File: src/logic/mini_uart_params.svh
// offsets, field positions, reset values and sizes of the mini uart
`ifndef MINI_UART_PARAMS_SVH
`define MINI_UART_PARAMS_SVH

// ------------------------------------------------------------------
// register byte offsets
// ------------------------------------------------------------------
`define OFF_DATA 8'h00
`define OFF_IER 8'h04
`define OFF_IID 8'h08
`define OFF_LCR 8'h0c
`define OFF_MCR 8'h10
`define OFF_LSR 8'h14
`define OFF_CNTL 8'h18

// ------------------------------------------------------------------
// field positions
// ------------------------------------------------------------------
`define LCR_DIVISOR_LATCH_ACCESS 7
`define LCR_BRK 6
`define LCR_SIZE 0
`define MCR_RTS 1
`define IID_CLR_RX 1
`define IID_CLR_TX 2
`define IER_RX 1
`define IER_TX 0
`define CNTL_AUTO 2
`define CNTL_LVL_LO 4

// ------------------------------------------------------------------
// reset values and constants
// ------------------------------------------------------------------
`define LCR_RESET 8'h00
`define DIV_RESET 16'h0000
`define LCR_WMASK 8'hc1
`define FIFO_DEPTH 4'h8
`define IID_FIFO_EN 2'h3
`define ID_NONE 2'h0
`define ID_THR 2'h1
`define ID_RXD 2'h2
`define LAST_TICK 3'h7
`define HALF_TICK 3'h3

`endif

File: src/logic/mini_uart_pkg.sv
// types of the mini uart status and control block
`default_nettype none
package mini_uart_pkg;

    // transmit shifter states
    typedef enum logic [1:0] {
        TX_IDLE = 2'b00,
        TX_START = 2'b01,
        TX_DATA = 2'b10,
        TX_STOP = 2'b11
    } tx_st_t;

    // receive sampler states
    typedef enum logic [1:0] {
        RX_IDLE = 2'b00,
        RX_START = 2'b01,
        RX_DATA = 2'b10,
        RX_TAIL = 2'b11
    } rx_st_t;

    // whole state of the block
    typedef struct packed {
        logic [7:0][7:0] txm;
        logic [2:0] txw;
        logic [2:0] txr;
        logic [3:0] txc;
        logic [7:0][7:0] rxm;
        logic [2:0] rxw;
        logic [2:0] rxr;
        logic [3:0] rxc;
        logic [15:0] div;
        logic [15:0] bcnt;
        logic [1:0] ier;
        logic [7:0] lcr;
        logic mcr_rts;
        logic auto_rts;
        logic [1:0] lvl;
        logic ov;
        tx_st_t txs;
        logic [2:0] txo;
        logic [2:0] txb;
        logic [7:0] txsh;
        rx_st_t rxs;
        logic [2:0] rxo;
        logic [2:0] rxb;
        logic [7:0] rxsh;
        logic rdy;
        logic err;
        logic [31:0] rdat;
        logic txd;
        logic rts;
        logic irq;
    } state_t;

endpackage : mini_uart_pkg
`default_nettype wire

File: src/logic/mini_uart.sv
// mini uart: apb registers, fifos, shifters, status and handshake
`timescale 1ns/1ns
`default_nettype none
`include "mini_uart_params.svh"

module mini_uart
    import mini_uart_pkg::*;
(
    // clock and reset
    input wire logic core_clk_i,
    input wire logic reset_i,
    // apb slave
    input wire logic psel_i,
    input wire logic penable_i,
    input wire logic pwrite_i,
    input wire logic [7:0] paddr_i,
    input wire logic [31:0] pwdata_i,
    output logic [31:0] prdata_o,
    output logic pready_o,
    output logic pslverr_o,
    // serial peer
    input wire logic serial_receive_in_i,
    output logic serial_transmit_out_o,
    output logic request_to_send_out_o,
    // interrupt request, level
    output logic irq_o
);

    // ------------------------------------------------------------------
    // state registers
    // ------------------------------------------------------------------
    state_t s_q; // present state
    state_t s_d; // next state

    // ------------------------------------------------------------------
    // next state logic
    // ------------------------------------------------------------------
    // bus, fifos, shifters and outputs in one pass
    always_comb begin
        logic tick;
        logic acc;
        logic fin;
        logic wr;
        logic rd;
        logic divisor_latch_access;
        logic [2:0] last;
        logic tx_push;
        logic tx_pop;
        logic rx_push;
        logic rx_pop;
        logic ov_set;
        logic ov_clr;
        logic rx_int;
        logic tx_int;
        logic [1:0] id;
        logic line;
        logic [3:0] free;
        logic [3:0] thr;
        logic [31:0] rv;
        logic bad;
        s_d = s_q;
        tick = (s_q.bcnt >= s_q.div); // no long stall when div drops
        acc = psel_i & penable_i;
        fin = acc & s_q.rdy;
        wr = fin & pwrite_i;
        rd = fin & ~pwrite_i;
        divisor_latch_access = s_q.lcr[`LCR_DIVISOR_LATCH_ACCESS];
        // last data bit index, 7 or 8 bit characters
        last = s_q.lcr[`LCR_SIZE] ? 3'h7 : 3'h6;
        tx_push = 1'b0;
        tx_pop = 1'b0;
        rx_push = 1'b0;
        rx_pop = 1'b0;
        ov_set = 1'b0;
        ov_clr = 1'b0;
        rv = 32'h0000_0000;
        bad = 1'b0;

        // oversampling divider, one tick per div+1 cycles
        s_d.bcnt = tick ? 16'h0000 : s_q.bcnt + 16'h0001;

        // interrupt conditions, receive first
        rx_int = s_q.ier[`IER_RX] & (s_q.rxc != 4'h0);
        tx_int = s_q.ier[`IER_TX] & (s_q.txc == 4'h0);
        if (rx_int) begin
            id = `ID_RXD;
        end else if (tx_int) begin
            id = `ID_THR;
        end else begin
            id = `ID_NONE;
        end

        // read mux, sampled in the first access cycle
        case (paddr_i)
            `OFF_DATA: begin
                // divisor low byte or receive head
                rv[7:0] = divisor_latch_access ? s_q.div[7:0] : s_q.rxm[s_q.rxr];
            end
            `OFF_IER: begin
                if (divisor_latch_access) begin
                    rv[7:0] = s_q.div[15:8];
                end else begin
                    rv[1:0] = s_q.ier;
                end
            end
            `OFF_IID: begin
                rv[7:6] = `IID_FIFO_EN;
                rv[5:3] = 3'h0;
                rv[2:1] = id;
                rv[0] = ~(rx_int | tx_int);
            end
            `OFF_LCR: begin
                rv[7:0] = s_q.lcr;
            end
            `OFF_MCR: begin
                rv[`MCR_RTS] = s_q.mcr_rts;
            end
            `OFF_LSR: begin
                // idle: fifo empty and shifter done
                rv[6] = (s_q.txc == 4'h0) & (s_q.txs == TX_IDLE);
                rv[5] = (s_q.txc != `FIFO_DEPTH);
                rv[1] = s_q.ov;
                rv[0] = (s_q.rxc != 4'h0);
            end
            `OFF_CNTL: begin
                rv[`CNTL_AUTO] = s_q.auto_rts;
                rv[5:4] = s_q.lvl;
            end
            default: begin
                // unmapped address answers with an error
                bad = 1'b1;
            end
        endcase

        // two cycle apb answer: latch, then complete
        s_d.rdy = acc & ~s_q.rdy;
        if (acc & ~s_q.rdy) begin
            s_d.rdat = pwrite_i ? 32'h0000_0000 : rv;
            s_d.err = bad;
        end

        // register writes at the completing edge
        if (wr) begin
            case (paddr_i)
                `OFF_DATA: begin
                    if (divisor_latch_access) begin
                        s_d.div[7:0] = pwdata_i[7:0];
                    end else begin
                        // full fifo drops the byte
                        tx_push = (s_q.txc != `FIFO_DEPTH);
                    end
                end
                `OFF_IER: begin
                    if (divisor_latch_access) begin
                        s_d.div[15:8] = pwdata_i[7:0];
                    end else begin
                        s_d.ier = pwdata_i[1:0];
                    end
                end
                `OFF_LCR: begin
                    s_d.lcr = pwdata_i[7:0] & `LCR_WMASK;
                end
                `OFF_MCR: begin
                    s_d.mcr_rts = pwdata_i[`MCR_RTS];
                end
                `OFF_CNTL: begin
                    s_d.auto_rts = pwdata_i[`CNTL_AUTO];
                    s_d.lvl = pwdata_i[`CNTL_LVL_LO +: 2];
                end
                default: begin
                    // iid fifo clears handled below; lsr or unmapped: ignored
                end
            endcase
        end

        // reads with side effects
        if (rd & (paddr_i == `OFF_DATA) & ~divisor_latch_access) begin
            rx_pop = (s_q.rxc != 4'h0);
        end
        if (rd & (paddr_i == `OFF_LSR)) begin
            // clear only what this read reported
            ov_clr = s_q.rdat[1];
        end

        // transmit shifter, eight ticks per bit
        if (tick) begin
            case (s_q.txs)
                TX_IDLE: begin
                    if (s_q.txc != 4'h0) begin
                        s_d.txsh = s_q.txm[s_q.txr];
                        tx_pop = 1'b1;
                        s_d.txs = TX_START;
                        s_d.txo = 3'h0;
                    end
                end
                TX_START: begin
                    s_d.txo = s_q.txo + 3'h1;
                    if (s_q.txo == `LAST_TICK) begin
                        s_d.txs = TX_DATA;
                        s_d.txb = 3'h0;
                    end
                end
                TX_DATA: begin
                    s_d.txo = s_q.txo + 3'h1;
                    if (s_q.txo == `LAST_TICK) begin
                        if (s_q.txb == last) begin
                            s_d.txs = TX_STOP;
                        end else begin
                            s_d.txb = s_q.txb + 3'h1;
                        end
                    end
                end
                TX_STOP: begin
                    s_d.txo = s_q.txo + 3'h1;
                    if (s_q.txo == `LAST_TICK) begin
                        s_d.txs = TX_IDLE;
                    end
                end
                default: begin
                    s_d.txs = TX_IDLE;
                end
            endcase
        end

        // receive sampler, mid-bit sampling
        if (tick) begin
            case (s_q.rxs)
                RX_IDLE: begin
                    if (~serial_receive_in_i) begin
                        s_d.rxs = RX_START;
                        s_d.rxo = 3'h0;
                        s_d.rxsh = 8'h00;
                    end
                end
                RX_START: begin
                    s_d.rxo = s_q.rxo + 3'h1;
                    if (s_q.rxo == `HALF_TICK) begin
                        s_d.rxs = RX_DATA;
                        s_d.rxo = 3'h0;
                        s_d.rxb = 3'h0;
                    end
                end
                RX_DATA: begin
                    s_d.rxo = s_q.rxo + 3'h1;
                    if (s_q.rxo == `LAST_TICK) begin
                        s_d.rxsh[s_q.rxb] = serial_receive_in_i;
                        if (s_q.rxb == last) begin
                            rx_push = 1'b1;
                            s_d.rxs = RX_TAIL;
                            s_d.rxo = 3'h0;
                        end else begin
                            s_d.rxb = s_q.rxb + 3'h1;
                        end
                    end
                end
                RX_TAIL: begin
                    // half a bit, then hunt for a start bit
                    s_d.rxo = s_q.rxo + 3'h1;
                    if (s_q.rxo == `HALF_TICK) begin
                        s_d.rxs = RX_IDLE;
                    end
                end
                default: begin
                    s_d.rxs = RX_IDLE;
                end
            endcase
        end

        // receive fifo push, overrun on full
        if (rx_push) begin
            if (s_q.rxc == `FIFO_DEPTH) begin
                ov_set = 1'b1;
            end else begin
                s_d.rxm[s_q.rxw] = s_d.rxsh;
            end
        end
        // overrun flag, a new overrun beats the clear
        s_d.ov = (s_q.ov & ~ov_clr) | ov_set;

        // transmit fifo bookkeeping
        if (tx_push) begin
            s_d.txm[s_q.txw] = pwdata_i[7:0];
            s_d.txw = s_q.txw + 3'h1;
        end
        if (tx_pop) begin
            s_d.txr = s_q.txr + 3'h1;
        end
        s_d.txc = s_q.txc + {3'h0, tx_push} - {3'h0, tx_pop};

        // receive fifo bookkeeping
        if (rx_push & (s_q.rxc != `FIFO_DEPTH)) begin
            s_d.rxw = s_q.rxw + 3'h1;
            s_d.rxc = s_q.rxc + 4'h1 - {3'h0, rx_pop};
        end else begin
            s_d.rxc = s_q.rxc - {3'h0, rx_pop};
        end
        if (rx_pop) begin
            s_d.rxr = s_q.rxr + 3'h1;
        end

        // fifo clear writes win over traffic this cycle
        if (wr & (paddr_i == `OFF_IID)) begin
            if (pwdata_i[`IID_CLR_RX]) begin
                s_d.rxw = 3'h0;
                s_d.rxr = 3'h0;
                s_d.rxc = 4'h0;
            end
            if (pwdata_i[`IID_CLR_TX]) begin
                s_d.txw = 3'h0;
                s_d.txr = 3'h0;
                s_d.txc = 4'h0;
            end
        end

        // transmit line from the next shifter state
        case (s_d.txs)
            TX_START: line = 1'b0;
            TX_DATA: line = s_d.txsh[s_d.txb];
            default: line = 1'b1;
        endcase
        s_d.txd = line & ~s_d.lcr[`LCR_BRK];

        // request to send: auto flow or software bit
        case (s_d.lvl)
            2'h0: thr = 4'h3;
            2'h1: thr = 4'h2;
            2'h2: thr = 4'h1;
            default: thr = 4'h4;
        endcase
        free = `FIFO_DEPTH - s_d.rxc;
        if (s_d.auto_rts) begin
            s_d.rts = (free <= thr);
        end else begin
            s_d.rts = ~s_d.mcr_rts;
        end

        // level interrupt from the next fifo state
        s_d.irq = (s_d.ier[`IER_RX] & (s_d.rxc != 4'h0))
                | (s_d.ier[`IER_TX] & (s_d.txc == 4'h0));
    end

    // ------------------------------------------------------------------
    // state flip-flops
    // ------------------------------------------------------------------
    // asynchronous reset to constants
    always_ff @(posedge core_clk_i or posedge reset_i) begin
        if (reset_i) begin
            s_q <= '0;
            s_q.div <= `DIV_RESET;
            s_q.lcr <= `LCR_RESET;
            s_q.txs <= TX_IDLE;
            s_q.rxs <= RX_IDLE;
            s_q.txd <= 1'b1;
            s_q.rts <= 1'b1;
        end else begin
            s_q <= s_d;
        end
    end

    // ------------------------------------------------------------------
    // outputs, each straight from a flip-flop
    // ------------------------------------------------------------------
    assign prdata_o = s_q.rdat;
    assign pready_o = s_q.rdy;
    assign pslverr_o = s_q.err;
    assign serial_transmit_out_o = s_q.txd;
    assign request_to_send_out_o = s_q.rts;
    assign irq_o = s_q.irq;

endmodule : mini_uart
`default_nettype wire

File: config.mk
export PLATFORM = sky130hd
export DESIGN_NAME = mini_uart
export DESIGN_NICKNAME = d
export VERILOG_FILES = /design/src/logic/mini_uart_pkg.sv /design/src/logic/mini_uart.sv
export VERILOG_INCLUDE_DIRS = /design/src /design/src/logic
export SDC_FILE = /design/constraint.sdc
export NUM_CORES = 1
export LEC_CHECK = 0
export BUFFER_PORTS_ARGS = -buffer_cell sky130_fd_sc_hd__buf_2
export CAP_MARGIN = 10
export CELL_PAD_IN_SITES_DETAIL_PLACEMENT = 0
export CELL_PAD_IN_SITES_GLOBAL_PLACEMENT = 1
export CORE_MARGIN = 3
export CORE_UTILIZATION = 45
export DETAILED_ROUTE_END_ITERATION = 8
export PLACE_DENSITY = 0.82
export SLEW_MARGIN = 25
export SYNTH_ARGS = -nofsm -noshare
export SYNTH_HDL_FRONTEND = slang
export SYNTH_SLANG_ARGS = --single-unit
export TNS_END_PERCENT = 1
File: constraint.sdc
create_clock -name core_clk_i -period 10 [get_ports core_clk_i]
set_clock_uncertainty 0.1 [all_clocks]
set_input_delay 2 -clock core_clk_i [delete_from_list [all_inputs] [get_ports core_clk_i]]
set_output_delay 2 -clock core_clk_i [all_outputs]
set_load 0.02 [all_outputs]
; Word-level counts from Yosys, hierarchy flattened
; Index checks and enable logic that the tools add are counted.
[totals]
reg_bits = 259
inputBits = 46
out_inout_bits = 37
elab_cells = 241
[classes]
n_addsub = 15
n_lt_le_gt_ge = 11
eq_ne = 31
muxes = 88
bitwise = 28
n_reduce_logical = 22
[op_table]
columns = cell, count
row1 = $bwmux 64, 2
row2 = $mux 8, 12
row3 = $bmux 8 s3, 2
row4 = $demux 8 s3, 2
row5 = $mux 16, 3
row6 = $mux 10, 4
row7 = $pmux 5 s4, 2
row8 = $mux 3, 9
row9 = $add 3x1->3 const B, 8
row10 = $eq 8x5->1 const B, 3
row11 = $lt 3x4->1 const B, 6
row12 = $mux 1, 21
row13 = $mux 2, 9
row14 = $and 1x1->1, 17
row15 = $add 16x1->16 const B, 1
row16 = $eq 8x4->1 const B, 2
row17 = $ge 16x16->1, 1
row18 = $pmux 8 s2, 1
row19 = $mux 5, 3
row20 = $pmux 1 s5, 3
row21 = $mux 14, 1
row22 = $eq 2x2->1 const B, 6
row23 = $ne 2x2->1 const B, 6
row24 = $pmux 1 s4, 3
row25 = other kinds (36), 68

; Longest topological paths before layout
[depth]
word_depth = 13
ltp_mapped = 17
mapped_depth_nobuf = 17

; Worst setup path before layout
; OpenSTA, ideal clock, no wires.
[synth_path]
kind = in2reg
start = in paddr_i[1]
end = reg s_q (netlist bit request_to_send_out_o)
setup_time_ps = 77
t_arrival_ps = 4936
required_ps = 9823
setup_slack_ps = 4887
stages = 17
path_buffers = 0
path_cell_list = nor3_1 -> nand2_1 -> nor4_1 -> nand2_1 -> nor2_1 -> inv_1 -> ha_1 -> ha_1 -> inv_1 -> mux2i_1 -> nand2_1 -> ha_1 -> ha_1 -> a21o_1 -> a21oi_1 -> a31oi_1 -> o22ai_1
[synth_rtl]
columns = element, line_no
row1 = from (decl), mini_uart.sv:16  ; input wire logic [7:0] paddr_i,
row2 = to (decl), mini_uart.sv:32  ; state_t s_q;

==> impl_metrics.py <==
metrics = {
    "layout": {
        "ff_latch_area_um2": 5880,
        "final_area_um2": 13200,
        "fill_cells": 2387,
        "nets": 1219,
        "layout-drive-gt1-share_pct": 20.2,
        "num_antenna_cells": 0,
        "multi_input_area_um2": 5570,
        "syn2layout_area_growth_pct": 10.0,
    },
    "worst_setup_path": {
        "critPathSlowestCell": "nor4_1",
        "critical_path.top_delay_family": "simple AND/OR/NAND/NOR gates",
        "arrival_ns": 5.71,
        "end_kind": "register",
        "worst_r2r_path_depth": 14,
        "cp_cell_sequence": "buf_2, nor3_1, nand2_1, nor4_1, nand2_1, nor2_1, inv_1, ha_1, ha_1, inv_1, mux2i_1, nand2_1, ha_1, ha_1, a21o_1, a21oi_1, a31oi_1, o22ai_1",
        "worst-setup-path-type": "in -> reg",
        "r2r-start": "s_q[114]",
        "cpPeakStageDelay_ns": 0.46,
        "r2r_slack_ns": 5.94,
        "rr_endpoint": "request_to_send_out_o",
        "critPathRequiredTime_ns": 10.34,
        "worst_setup_path_start_kind": "input port",
        "crit_top_cell": "ha_1",
        "worst-path-buf-inv": 3,
        "cp_max_fo": 10,
    },
    "routing": {
        "ant_nets": 0,
        "drc": 0,
        "firstDrtPassIters": 4,
        "wl_per_cell_um": 17.6,
        "first_iter_violations": 546,
        "routed_via_density": 5.43,
        "drt-total-wl_mm": 26.0,
        "vias": 8020,
    },
    "sta": {
        "rsz0062_at_grt": "false",
        "fmax_ghz": 0.186,
        "final-max-slew-violation-count": 0,
        "relSlewSlack_pct": 35.3,
        "setup_tns_ns": 0,
        "setup_viol": 0,
        "finalCriticalPeriod_ns": 5.37,
        "final.period_utilization_pct": 53.7,
        "finalHoldViolations": 0,
        "worst_pin_slew_ns": 0.969,
    },
    "yosys": {
        "yosys.area.top_type": "dfrtp_1",
        "netlist.area_leader.share_pct": 48.5,
        "synth.most_common_cell": "dfrtp_1",
        "synth-edff-count": 0,
        "avgSynthCellArea_um2": 10.8,
        "synthTopCellsByArea": "dfrtp_1, mux2_2, mux4_2, ha_1, o21ai_0",
        "netlist_instances": 1113,
        "ys.warnings.count": 0,
        "syn_area_um2": 12000,
        "async_flop_share_pct": 100,
        "yosys-top-cells-count": "dfrtp_1, nand2_1, o21ai_0",
        "synth_flop_cell": "dfrtp_1",
        "ys_seq_area_share_pct": 49.0,
        "synth_cell_types": 62,
        "synth-seq-cells": 235,
    },
    "worst_hold_path": {
        "hold_depth": 2,
        "hp-class": "reg -> reg",
        "hp-start": "s_q[147]",
        "min_to": "s_q[147]",
    },
    "place": {
        "dp_hpwl_mm": 17.8,
        "io_buffers": 34,
        "post_dp_cell_area_um2": 12300,
        "place_congestion": 0.843,
    },
    "die": {
        "fp.dieH_um": 169,
        "core_area_um2": 26100,
        "fp.dieArea_um2": 28700,
        "die_w_um": 169,
        "ioPinCount": 83,
        "rows": 59,
        "start_util_pct": 46.0,
    },
    "pwr": {
        "p_leak_nw": 6.26,
        "power_density_nw_per_um2": 152,
        "ir_drop_mv": 0.120,
    },
    "clocking": {
        "cts_tree": "yes",
        "insertion_delay_ns": 0.52,
        "cts_root_buffer": "clkbuf_16",
        "clk_pin_slew_ns": 0.06,
        "hold_buffers": 0,
        "cts.path.max_buffers": 3,
        "cts_max_level": 1,
        "cts_setup_buffers": 0,
        "cts_made_buffers": 26,
        "post_cts_resized": 0,
        "cts_sinks": 235,
    },
    "global_routing": {
        "grt_start_max_net_pins": 103,
        "track_usage_pct": 18.5,
        "antenna_found_initial": 0,
        "globalRouteOverflowTotal": 0,
        "grt_pass1_wl_mm": 43.4,
        "grt_pass1_vias": 8144,
    },
    "outcome": {
        "status": "finished, final reports clean",
    },
    "run": {
        "maxCapViolations": 0,
    },
}
registers in the layout (all words and copies together) (netlist names):
| name | count |
|---|---|
| request_to_send_out_o | 1 |
| pready_o | 1 |
| serial_transmit_out_o | 1 |
| prdata_o | 8 |
| s_q | 222 |
| irq_o | 1 |
| pslverr_o | 1 |
tightest hold or removal path: stages (launching register included):
cell and delay [ns]:
dfrtp_1 0.33, nand2_1 0.04, o21ai_0 0.06
power by group:
group          total (mW)  internal, mW  switching, mW
registers           0.958         0.955        0.00260
logic              0.0664        0.0155         0.0509
clock network       0.992         0.600          0.392
cell type report:
type / instances / share of cell area, %
flip-flops and latches: 235 / 44.5
clock inverters: 14 / 1.17
repair buffers: 41 / 1.71
multi-input cells: 760 / 42.1
well taps: 335 / 3.17
inverters: 58 / 1.70
clock buffers: 34 / 5.61
layer usage:
metal,global-route usage (%),vias up,part of all wire [%]
met5,0,-,0
met4,5.09,0,2.6
met3,2.40,48,2.8
met2,31.1,112,47
met1,25.6,4007,47
li1,-,3853,-
stage by stage:
stage | hold slack [ns] | instances | util (%) | setup slack, ns | power, mW
global placement | 0.358 | 1429 | 47.1 | 4.22 | 1.04
global route | 0.402 | 1477 | 50.6 | 4.22 | 2.09
CTS | 0.382 | 1477 | 50.6 | 4.68 | 2.04
floorplan | 0.345 | 1136 | - | 1.46 | 1.03
finish | 0.375 | 1477 | 50.6 | 4.63 | 2.02
detailed placement | 0.368 | 1429 | 47.1 | 4.20 | 1.04
placed cells by master (no fill, tap or decap), types with 4 or more instances in the layout:
master,n
dfrtp_1,233
nand2_1,152
o21ai_0,115
mux2_2,96
nor2_1,70
inv_1,57
ha_1,50
buf_2,34
mux4_2,32
clkbuf_16,27
a21oi_1,26
nand3_1,25
conb_1,24
xnor2_1,20
mux2i_1,18
xor2_1,14
and3_1,11
a22oi_1,8
clkinv_2,8
nand4_1,7
nand2b_1,6
nor3_1,6
a31oi_1,6
o31ai_1,6
buf_4,6
nor2b_1,5
nand3b_1,5
clkbuf_8,4
logic make-up (layout without fill, tap and decap cells):
logic type	after synthesis	count (layout)	share of synthesized area, %
AO/OA/AOI/OAI	194	194	9.58
buffers and inverters	141	147	5.46
adder cells (fa/ha/maj)	51	51	5.37
flip-flops	235	235	49.0
multiplexers	146	146	16.5
AND/OR/NAND/NOR	311	311	11.6
XOR/XNOR	34	34	2.48
other	1	24	0.0312
worst max-delay path by stage:
stage                     from                    end  cells after the start
floorplan              reset_i                  irq_o                      1
global placement    paddr_i[1]  request_to_send_out_o                     18
detailed placement  paddr_i[1]  request_to_send_out_o                     18
CTS                 paddr_i[1]  request_to_send_out_o                     18
global route        paddr_i[1]  request_to_send_out_o                     18
finish              paddr_i[1]  request_to_send_out_o                     18
Note: power is estimated with default switching activity, not from simulation.
